--- config.mk ---
export PLATFORM = sky130hd
export DESIGN_NAME = mmc_top
export DESIGN_NICKNAME = d
export VERILOG_FILES = /design/src/logic/mmc_pkg.sv /design/src/logic/mmc_twi.sv /design/src/logic/mmc_top.sv
export SDC_FILE = /design/constraint.sdc
export NUM_CORES = 2
export LEC_CHECK = 0
export BUFFER_PORTS_ARGS = -buffer_cell sky130_fd_sc_hd__buf_4
export CORE_MARGIN = 1.5
export CORE_UTILIZATION = 35
export CTS_CLUSTER_DIAMETER = 50
export DETAILED_ROUTE_END_ITERATION = 10
export SYNTH_ARGS = -nofsm -noshare
export SYNTH_HDL_FRONTEND = slang
export SYNTH_SLANG_ARGS = --single-unit
--- constraint.sdc ---
create_clock -name MCLK -period 11.8 [get_ports MCLK]
set_clock_uncertainty 0.1 [all_clocks]
set_input_delay 1.77 -clock MCLK [delete_from_list [all_inputs] [get_ports MCLK]]
set_output_delay 1.77 -clock MCLK [all_outputs]
set_load 0.03 [all_outputs]
--- src/logic/mmc_pkg.sv ---
// Shared constants and types for the module management control block
package mmc_pkg;

  ////////////////////////////////////////////////////////////////////////////
  // Clock and timing
  localparam int CLK_MHZ       = 100;
  localparam int T_INIT_MS     = 2000;
  localparam int T_RST_REC_US  = 2;
  localparam int T_RST_FILT_NS = 1000;
  localparam int RST_FILT_CYC  = T_RST_FILT_NS * CLK_MHZ / 1000;
  localparam int INIT_CYC_DEF  = T_INIT_MS * 1000 * CLK_MHZ;

  ////////////////////////////////////////////////////////////////////////////
  // Serial address and lower page map
  localparam logic [6:0] DEV_ADDR    = 7'h50;
  localparam logic [7:0] OFS_STATUS  = 8'h02;
  localparam logic [7:0] OFS_FLAG_A  = 8'h03;
  localparam logic [7:0] OFS_FLAG_B  = 8'h04;
  localparam logic [7:0] OFS_MON     = 8'h16;
  localparam logic [7:0] OFS_PWR     = 8'h5D;
  localparam logic [7:0] OFS_MASK_A  = 8'h64;
  localparam logic [7:0] OFS_MASK_B  = 8'h65;
  localparam logic [7:0] OFS_PAGE    = 8'h7F;
  localparam int         MON_BYTES   = 8;
  localparam int         PAGE_W      = 2;
  localparam int         LOWER_SIZE  = 128;
  localparam int         UPPER_SIZE  = LOWER_SIZE << PAGE_W;

  ////////////////////////////////////////////////////////////////////////////
  // Reset values
  localparam logic [PAGE_W-1:0] PAGE_RST  = 2'h0;
  localparam logic [15:0]       MASK_RST  = 16'h0000;
  localparam logic              PDOWN_RST = 1'b0;

  ////////////////////////////////////////////////////////////////////////////
  // Types
  typedef struct packed {
    logic [3:0] rx_los;
    logic [3:0] tx_fault;
    logic [7:0] other;
  } mmc_cond_t;

  typedef struct packed {
    logic       wr;
    logic       rd;
    logic       stop;
    logic [7:0] addr;
    logic [7:0] data;
  } mmc_req_t;

  typedef enum logic [2:0] {
    TW_IDLE     = 3'h0,
    TW_ADDR     = 3'h1,
    TW_ACK_ADDR = 3'h2,
    TW_WRITE    = 3'h3,
    TW_ACK_WR   = 3'h4,
    TW_READ     = 3'h5,
    TW_ACK_RD   = 3'h6
  } mmc_twi_st_t;

endpackage

--- src/logic/mmc_twi.sv ---
// Two-wire serial target with byte-level request port
`timescale 1ns/10ps
module mmc_twi
  import mmc_pkg::*;
(
  // Clock and reset
  input  wire logic       clk,
  input  wire logic       srst,
  input  wire logic       en,
  // Bus pins
  input  wire logic       scl_i,
  input  wire logic       sda_i,
  output logic            sda_oe,
  // Byte port
  input  wire logic [7:0] rdata,
  output logic [7:0]      cur_addr,
  output mmc_req_t        req
);

  logic        scl_m_q, scl_s_q, scl_p_q;
  logic        sda_m_q, sda_s_q, sda_p_q;
  mmc_twi_st_t st_q;
  logic [3:0]  cnt_q;
  logic [7:0]  sh_q;
  logic [7:0]  addr_q;
  logic        first_q;
  logic        rw_q;
  logic        ack_q;
  logic        oe_q;
  mmc_req_t    req_q;

  ////////////////////////////////////////////////////////////////////////////
  // Pin sampling, SCL is treated as data and edge-detected
  always_ff @(posedge clk) begin
    if (srst) begin
      {scl_m_q, scl_s_q, scl_p_q} <= 3'h7;
      {sda_m_q, sda_s_q, sda_p_q} <= 3'h7;
    end else begin
      {scl_m_q, scl_s_q, scl_p_q} <= {scl_i, scl_m_q, scl_s_q};
      {sda_m_q, sda_s_q, sda_p_q} <= {sda_i, sda_m_q, sda_s_q};
    end
  end

  wire rise    = scl_s_q & ~scl_p_q;
  wire fall    = ~scl_s_q & scl_p_q;
  wire start   = scl_s_q & scl_p_q & sda_p_q & ~sda_s_q;
  wire stop    = scl_s_q & scl_p_q & ~sda_p_q & sda_s_q;
  wire do_load = fall & ((st_q == TW_ACK_ADDR & rw_q) | (st_q == TW_ACK_RD & ack_q));

  ////////////////////////////////////////////////////////////////////////////
  // Byte engine
  always_ff @(posedge clk) begin
    if (srst || !en) begin
      st_q    <= TW_IDLE;
      cnt_q   <= 4'h0;
      sh_q    <= 8'h00;
      addr_q  <= 8'h00;
      first_q <= 1'b0;
      rw_q    <= 1'b0;
      ack_q   <= 1'b0;
      oe_q    <= 1'b0;
      req_q   <= '0;
    end else begin
      req_q.wr   <= 1'b0;
      req_q.rd   <= 1'b0;
      req_q.stop <= 1'b0;
      if (start) begin
        st_q  <= TW_ADDR;
        cnt_q <= 4'h0;
        oe_q  <= 1'b0;
      end else if (stop) begin
        // A read ends idle after its nack, so every stop must close the transfer
        req_q.stop <= 1'b1;
        st_q       <= TW_IDLE;
        oe_q       <= 1'b0;
      end else if (do_load) begin
        // Snapshot goes out with the strobe so only shown bits get cleared
        sh_q       <= rdata;
        oe_q       <= ~rdata[7];
        cnt_q      <= 4'h0;
        req_q.rd   <= 1'b1;
        req_q.addr <= addr_q;
        req_q.data <= rdata;
        addr_q     <= addr_q + 8'h01;
        st_q       <= TW_READ;
      end else begin
        unique case (st_q)
          TW_IDLE: ;
          TW_ADDR, TW_WRITE: begin
            if (rise && cnt_q != 4'h8) begin
              sh_q  <= {sh_q[6:0], sda_s_q};
              cnt_q <= cnt_q + 4'h1;
            end else if (fall && cnt_q == 4'h8) begin
              cnt_q <= 4'h0;
              if (st_q == TW_ADDR) begin
                if (sh_q[7:1] == DEV_ADDR) begin
                  oe_q <= 1'b1;
                  rw_q <= sh_q[0];
                  st_q <= TW_ACK_ADDR;
                end else begin
                  st_q <= TW_IDLE;
                end
              end else begin
                oe_q    <= 1'b1;
                st_q    <= TW_ACK_WR;
                first_q <= 1'b0;
                if (first_q) begin
                  addr_q <= sh_q;
                end else begin
                  req_q.wr   <= 1'b1;
                  req_q.addr <= addr_q;
                  req_q.data <= sh_q;
                  addr_q     <= addr_q + 8'h01;
                end
              end
            end
          end
          TW_ACK_ADDR: begin
            if (fall) begin
              oe_q    <= 1'b0;
              first_q <= 1'b1;
              st_q    <= TW_WRITE;
            end
          end
          TW_ACK_WR: begin
            if (fall) begin
              oe_q <= 1'b0;
              st_q <= TW_WRITE;
            end
          end
          TW_READ: begin
            if (rise) begin
              cnt_q <= cnt_q + 4'h1;
            end else if (fall) begin
              if (cnt_q == 4'h8) begin
                oe_q <= 1'b0;
                st_q <= TW_ACK_RD;
              end else begin
                sh_q <= {sh_q[6:0], 1'b0};
                oe_q <= ~sh_q[6];
              end
            end
          end
          TW_ACK_RD: begin
            if (rise) begin
              ack_q <= ~sda_s_q;
            end else if (fall) begin
              st_q <= TW_IDLE;
            end
          end
          default: st_q <= TW_IDLE;
        endcase
      end
    end
  end

  assign sda_oe   = oe_q;
  assign cur_addr = addr_q;
  assign req      = req_q;

endmodule // mmc_twi

--- src/logic/mmc_top.sv ---
// Management and control logic of a pluggable transceiver module
// Operation
// - One always-visible 128-byte lower page plus one paged 128-byte upper window.
// - Identity and threshold data live in upper pages chosen by page select.
// - Device answers serial management transfers at address A0h.
// - Flags and monitor values sit in the lower page for one-pass reads.
// - Fully functional within 2000 ms of power on or hot insertion.
// - Reset low beyond minimum pulse resets device, recognised within 2 us.
// - Serial bus answers within 2000 ms of power on.
// - Data-not-ready bit clears and interrupt asserts within 2000 ms.
// - Fully functional means interrupt asserted by data-not-ready clearing.
// - Fully functional within 2000 ms of reset input rising edge.
// - Low-power pin high drops device to low power within 100 us.
// - Interrupt output goes low within 200 ms of a triggering condition.
// - Flags clear on read, interrupt releases within 500 us afterwards.
// - Receive loss of signal sets its flag and interrupt within 100 ms.
// - Any other condition sets its flag and interrupt within 200 ms.
// - Setting a mask bit stops its flag driving interrupt within 100 ms.
// - Clearing a mask bit lets its flag drive interrupt within 100 ms.
// - Serial answers start and stop within 100 us of module select.
// - Power-down bit enters low power in 100 ms, leaves in 300 ms.
// - Write-triggered timing counts from the edge after the write stop.
`timescale 1ns/10ps
module mmc_top
  import mmc_pkg::*;
#(
  parameter int unsigned INIT_CYC = INIT_CYC_DEF
) (
  // Clock and reset
  input  wire logic                     MCLK,
  input  wire logic                     SRST,
  // Two-wire serial pins
  input  wire logic                     SCL_I,
  input  wire logic                     SDA_I,
  output logic                          SDA_O,
  output logic                          SDA_OE,
  // Discrete pins
  input  wire logic                     MODULE_RESET_N,
  input  wire logic                     MODULE_SELECT_N,
  input  wire logic                     LOW_POWER_PIN,
  output logic                          INTERRUPT_OUT_N,
  output logic                          MODULE_PRESENT_N,
  // Internal conditions and monitors
  input  mmc_cond_t                     COND,
  input  wire logic [8*MON_BYTES-1:0]   MON_DATA,
  // Status
  output logic                          LOW_POWER,
  output logic                          READY
);

  logic [2:0]        pin_m_q;
  logic [2:0]        pin_s_q;
  logic [7:0]        rst_cnt_q;
  logic              mod_rst_q;
  logic [27:0]       init_cnt_q;
  logic              ready_q;
  logic              init_flag_q;
  logic              iclr_q;
  logic [15:0]       flag_q;
  logic [15:0]       clr_q;
  logic [15:0]       mask_q;
  logic [PAGE_W-1:0] page_q;
  logic              pdown_q;
  logic              irq_q;
  logic              lowp_q;
  logic [7:0]        up_mem [UPPER_SIZE];
  mmc_req_t          req;
  logic [7:0]        cur_addr;
  logic              twi_oe;

  ////////////////////////////////////////////////////////////////////////////
  // Pin synchronisers: bit 2 reset, bit 1 select, bit 0 low power
  always_ff @(posedge MCLK) begin
    if (SRST) begin
      pin_m_q <= 3'h6;
      pin_s_q <= 3'h6;
    end else begin
      pin_m_q <= {MODULE_RESET_N, MODULE_SELECT_N, LOW_POWER_PIN};
      pin_s_q <= pin_m_q;
    end
  end

  wire rst_n_s   = pin_s_q[2];
  wire sel_n_s   = pin_s_q[1];
  wire lp_s      = pin_s_q[0];
  wire rst_all   = SRST | mod_rst_q;
  wire rst_full  = rst_cnt_q == 8'(RST_FILT_CYC);
  wire init_end  = !ready_q && init_cnt_q == 28'(INIT_CYC - 1);

  ////////////////////////////////////////////////////////////////////////////
  // Reset pin filter; short glitches never reach the management state
  always_ff @(posedge MCLK) begin
    if (SRST || rst_n_s) begin
      rst_cnt_q <= 8'h00;
      mod_rst_q <= 1'b0;
    end else if (rst_full) begin
      mod_rst_q <= 1'b1;
    end else begin
      rst_cnt_q <= rst_cnt_q + 8'h01;
    end
  end

  ////////////////////////////////////////////////////////////////////////////
  // Start-up timer and data-not-ready status
  always_ff @(posedge MCLK) begin
    if (rst_all) begin
      init_cnt_q <= 28'h0000000;
      ready_q    <= 1'b0;
    end else if (init_end) begin
      ready_q    <= 1'b1;
    end else if (!ready_q) begin
      init_cnt_q <= init_cnt_q + 28'h0000001;
    end
  end

  // Set wins over a clear-on-read in the same cycle
  wire init_flag_d = init_end | (init_flag_q & ~(req.stop & iclr_q));

  ////////////////////////////////////////////////////////////////////////////
  // Flags: latched, cleared at the stop of the read that showed them
  wire [15:0] cond_w   = COND;
  wire [15:0] clr_fire = req.stop ? clr_q : 16'h0000;
  wire [15:0] flag_d   = (flag_q & ~clr_fire) | cond_w;
  wire        rd_a     = req.rd && req.addr == OFS_FLAG_A;
  wire        rd_b     = req.rd && req.addr == OFS_FLAG_B;
  wire        rd_st    = req.rd && req.addr == OFS_STATUS;

  always_ff @(posedge MCLK) begin
    if (rst_all) begin
      flag_q      <= 16'h0000;
      clr_q       <= 16'h0000;
      iclr_q      <= 1'b0;
      init_flag_q <= 1'b0;
    end else begin
      flag_q      <= flag_d;
      init_flag_q <= init_flag_d;
      if (req.stop) begin
        clr_q  <= 16'h0000;
        iclr_q <= 1'b0;
      end else begin
        clr_q  <= clr_q | {rd_a ? req.data : 8'h00, rd_b ? req.data : 8'h00};
        iclr_q <= iclr_q | rd_st;
      end
    end
  end

  ////////////////////////////////////////////////////////////////////////////
  // Host-written control bytes, applied as the data byte completes
  wire wr_lo = req.wr && !req.addr[7];

  always_ff @(posedge MCLK) begin
    if (rst_all) begin
      mask_q  <= MASK_RST;
      page_q  <= PAGE_RST;
      pdown_q <= PDOWN_RST;
    end else if (wr_lo) begin
      if (req.addr == OFS_MASK_A) mask_q[15:8] <= req.data;
      if (req.addr == OFS_MASK_B) mask_q[7:0] <= req.data;
      if (req.addr == OFS_PAGE) page_q <= req.data[PAGE_W-1:0];
      if (req.addr == OFS_PWR) pdown_q <= req.data[0];
    end
  end

  // Upper window holds data only, so it keeps its content through reset
  always_ff @(posedge MCLK) begin
    if (req.wr && req.addr[7]) begin
      up_mem[{page_q, req.addr[6:0]}] <= req.data;
    end
  end

  ////////////////////////////////////////////////////////////////////////////
  // Interrupt and power outputs
  wire irq_d = (|(flag_q & ~mask_q)) | init_flag_q;

  always_ff @(posedge MCLK) begin
    if (rst_all) begin
      irq_q  <= 1'b0;
      lowp_q <= 1'b0;
    end else begin
      irq_q  <= irq_d;
      lowp_q <= lp_s | pdown_q;
    end
  end

  ////////////////////////////////////////////////////////////////////////////
  // Read data; everything tied to an interrupt sits in the lower page
  function automatic logic [7:0] lower_byte(input logic [6:0] a);
    logic [7:0] v;
    v = 8'h00;
    if (a == OFS_STATUS[6:0]) v = {7'h00, ~ready_q};
    if (a == OFS_FLAG_A[6:0]) v = flag_q[15:8];
    if (a == OFS_FLAG_B[6:0]) v = flag_q[7:0];
    if (a == OFS_MASK_A[6:0]) v = mask_q[15:8];
    if (a == OFS_MASK_B[6:0]) v = mask_q[7:0];
    if (a == OFS_PWR[6:0]) v = {7'h00, pdown_q};
    if (a == OFS_PAGE[6:0]) v = {6'h00, page_q};
    if (a >= OFS_MON[6:0] && a < OFS_MON[6:0] + 7'(MON_BYTES)) begin
      v = MON_DATA[8*(a - OFS_MON[6:0]) +: 8];
    end
    return v;
  endfunction

  wire [7:0] rdata = cur_addr[7] ? up_mem[{page_q, cur_addr[6:0]}]
                                 : lower_byte(cur_addr[6:0]);

  // Bus is quiet while deselected or held in reset
  wire twi_en = !sel_n_s && !rst_all;

  mmc_twi u_twi (
    .clk      (MCLK),
    .srst     (SRST),
    .en       (twi_en),
    .scl_i    (SCL_I),
    .sda_i    (SDA_I),
    .sda_oe   (twi_oe),
    .rdata    (rdata),
    .cur_addr (cur_addr),
    .req      (req)
  );

  assign SDA_O            = 1'b0;
  assign SDA_OE           = twi_oe;
  assign INTERRUPT_OUT_N  = ~irq_q;
  assign MODULE_PRESENT_N = 1'b0;
  assign LOW_POWER        = lowp_q;
  assign READY            = ready_q;
endmodule // mmc_top

==> impl_metrics.toml <==
[worst_hold_path]
timing.hold.worst.class = "register to register"

[floorplanning]
ioPinCount = 93
fp.coreArea_um2 = 472000
floorplan.initialDensity_pct = 35.2
rows = 252
chipWidth_um = 692
fp.dieArea_um2 = 479000
floorplan.die.height_um = 692

[pwr]
p_leak_nw = 63.8
power_per_cell_area_nw_per_um2 = 159
vdd_ir_drop_max_uv = 122

[detailed_routing]
wire_length_after_detailed_routing_mm = 522
route.detailed.wl_per_inst_um = 34.0
residual_drc = 0
detailedRoute.firstPassIterationCount = 8
iter_0_drt_violations = 14300
drt-vias-per-instance = 5.88
ant_nets = 0
vias = 90200

[timing]
hold_viol = 0
period_share_pct = 51.5
setup_violations = 0
unrepaired_setup_endpoints_after_global_routing = "false"
min_period_ns = 6.08
tightest_slew_ns = 1.60
max_freq_mhz = 164
slew_viol_final = 55
hold-worst-slack_ns = 0.309
relSlewSlack_pct = -7.71
totalNegativeSetupSlack_ns = 0

[yosys]
synth_fa_ha_area_share_pct = 0.0752
syn_area_per_cell_um2 = 19.5
post_synth_num_cell_types = 89
synth-seq-area-share_pct = 75.8
number_of_standard_cells_after_synthesis = 8518
yosys.area_share.xor_xnor_pct = 0.205
async_flop_share_pct = 0
yosysWarningCount = 0
postSynth.topFlopCell = "sky130_fd_sc_hd__edfxtp_1"
synth_top_area_cell = "sky130_fd_sc_hd__edfxtp_1"
seq_cells_post_synth = 4247
synthMuxAreaShare_pct = 14.8
synth_largest_type_area_fraction_pct = 74.0
syn_area_um2 = 166000
synth_edf_count = 4096
synth-compound-area-share_pct = 3.61
yosys.area_share.simple_pct = 3.68
yosys-top-cells-area = "sky130_fd_sc_hd__edfxtp_1, sky130_fd_sc_hd__mux4_2, sky130_fd_sc_hd__mux2i_1"
synth.most_common_cell = "sky130_fd_sc_hd__edfxtp_1"
synth_commonest_cells = "sky130_fd_sc_hd__edfxtp_1, sky130_fd_sc_hd__mux4_2, sky130_fd_sc_hd__nor2_1"
synth_top_family_by_area = "multiplexers"

[clock_network]
number_of_cts_inserted_buffers = 435
post_cts_resize_count = 0
clk_pin_slew_ns = 0.07
cts.hold.buffers_added = 0
clk_latency_ns = 1.04
clock_path_buffers = 4
clock_tree_from_tritoncts = "yes"
cts_sinks = 4247
setup_fix_buffers_added_after_clock_tree_synthesis = 0
clock_tree.htree_level_count = 5
cts-root-buf = "sky130_fd_sc_hd__clkbuf_16"

[critical_path]
cp_data_arrival_time_ns = 6.90
crit_path_end_kind = "register"
cp_max_fo = 31
crit_type = "register to register"
critical_path.startpoint_type = "register"
critical_path_data_required_time_ns = 12.62

[final_layout]
syn2layout_area_growth_pct = 13.2
drive_above_1_share_pct = 21.3
final_net_count = 8812
sequential_cell_area_um2 = 126000
fillers = 41400
multiInputGateArea_um2 = 37600

[global_routing]
grt_pass1_vias = 88200
grt_pass1_wl_mm = 717
grt-ovfl-total = 0
global_routing_usage_on_met3_pct = 6.44
grt_antenna_before_repair = 30
met2_usage_pct = 32.4
grtUsageMet1_pct = 27.7
grt_util_all_layers_pct = 21.1
grt_busiest_layer = "met2"
largest_net_degree_at_the_start_of_global_routing = 258

[flow_run]
maxcap_viol_count = 1

[placed_design]
global_placer_s_final_weighted_congestion = 0.966
place.detailed.hpwl_mm = 317
io_buffers = 90

[outcome]
run_status = "finished with violations"
failed_checks = "capacitance limit, slew limit"
[kinds of logic after synthesis]
kind of cell	after synthesis
DFF	4247
and+or+nand+nor	1438
muxes	1353
AOI/OAI and AO/OA	860
buffers and inverters	570
xor gates and xnor gates	39
adders and majority gates	10
other	1
[area by class of cell]
class | instances | area share, %
well taps | 6223 | 4.14
clock buffers | 526 | 6.05
multi-input cells | 3702 | 20.0
diodes | 20 | 0.0266
inverters | 35 | 0.0778
repair buffers | 294 | 1.32
flip-flops and latches | 4247 | 67.0
clock inverters | 277 | 1.43
[layout by cell type (no fill, tap or decap), drive strengths merged, types with 33 or more instances in the layout]
cell type / instances
nand3: 82
nor2: 738
mux4: 889
a22oi: 98
a21oi: 165
bufinv: 33
dfxtp: 151
clkinv: 203
mux2i: 442
clkbuf: 526
buf: 294
a211oi: 56
o221ai: 59
o21ai: 105
o22ai: 97
inv: 56
edfxtp: 4096
nand2: 390
a31oi: 41
nor3: 38
a221oi: 44
[per-layer routing]
metal | wire length, um | part of all wire [%]
met5 | 114 | 0.022
met4 | 28200 | 5.4
met3 | 63300 | 12
met2 | 235000 | 45
met1 | 195000 | 37
[worst paths after layout]
path | slack [ns] | end | startpoint | cells past startpoint
worst max register to register | 5.72 | u_twi.sh_q[3] | u_twi.cur_addr[0] | 11
worst min register to register | 0.31 | pin_s_q[2] | pin_m_q[2] | 1
worst max-delay path | 5.72 | u_twi.sh_q[3] | u_twi.cur_addr[0] | 11
worst min-delay path | 0.31 | pin_s_q[2] | pin_m_q[2] | 1
[critical path: stages (launching register included)]
cell	delay, ns
sky130_fd_sc_hd__dfxtp_4	0.72
sky130_fd_sc_hd__buf_4	0.55
sky130_fd_sc_hd__buf_4	0.51
sky130_fd_sc_hd__buf_4	0.66
sky130_fd_sc_hd__mux4_2	0.59
sky130_fd_sc_hd__a2111oi_0	1.15
sky130_fd_sc_hd__buf_4	0.29
sky130_fd_sc_hd__a211oi_1	0.08
sky130_fd_sc_hd__nor4_1	0.70
sky130_fd_sc_hd__o21ai_1	0.17
sky130_fd_sc_hd__o31ai_2	0.25
sky130_fd_sc_hd__o21ai_1	0.10
[registers in the layout (all words and copies together) (netlist names), 2 cells and up]
name,count
pin_m_q,3
u_twi.sh_q,8
u_twi.req,19
clr_q,16
init_cnt_q,28
flag_q,16
up_mem,4096
u_twi.st_q,3
pin_s_q,3
mask_q,16
u_twi.cur_addr,8
rst_cnt_q,8
page_q,2
u_twi.cnt_q,4
[power by group]
group	switching, W	internal, W	total, W
clock network	0.00597	0.00764	0.0136
registers	0.00000782	0.0163	0.0163
logic	0.0000258	0.0000300	0.0000558
[per-stage QoR]
stage	utilization [%]	power, W	cells	instance area [um2]	setup WS [ns]
detailed placement	36.9	0.0167	14500	174000	5.72
floorplan	-	0.0166	8519	166000	3.57
CTS	39.9	0.0300	15300	188000	5.71
finish	39.9	0.0299	15300	188000	5.72
global placement	36.9	0.0166	14500	174000	5.71
global route	39.9	0.0306	15300	188000	5.72
Power figures use the tool's default switching activity.
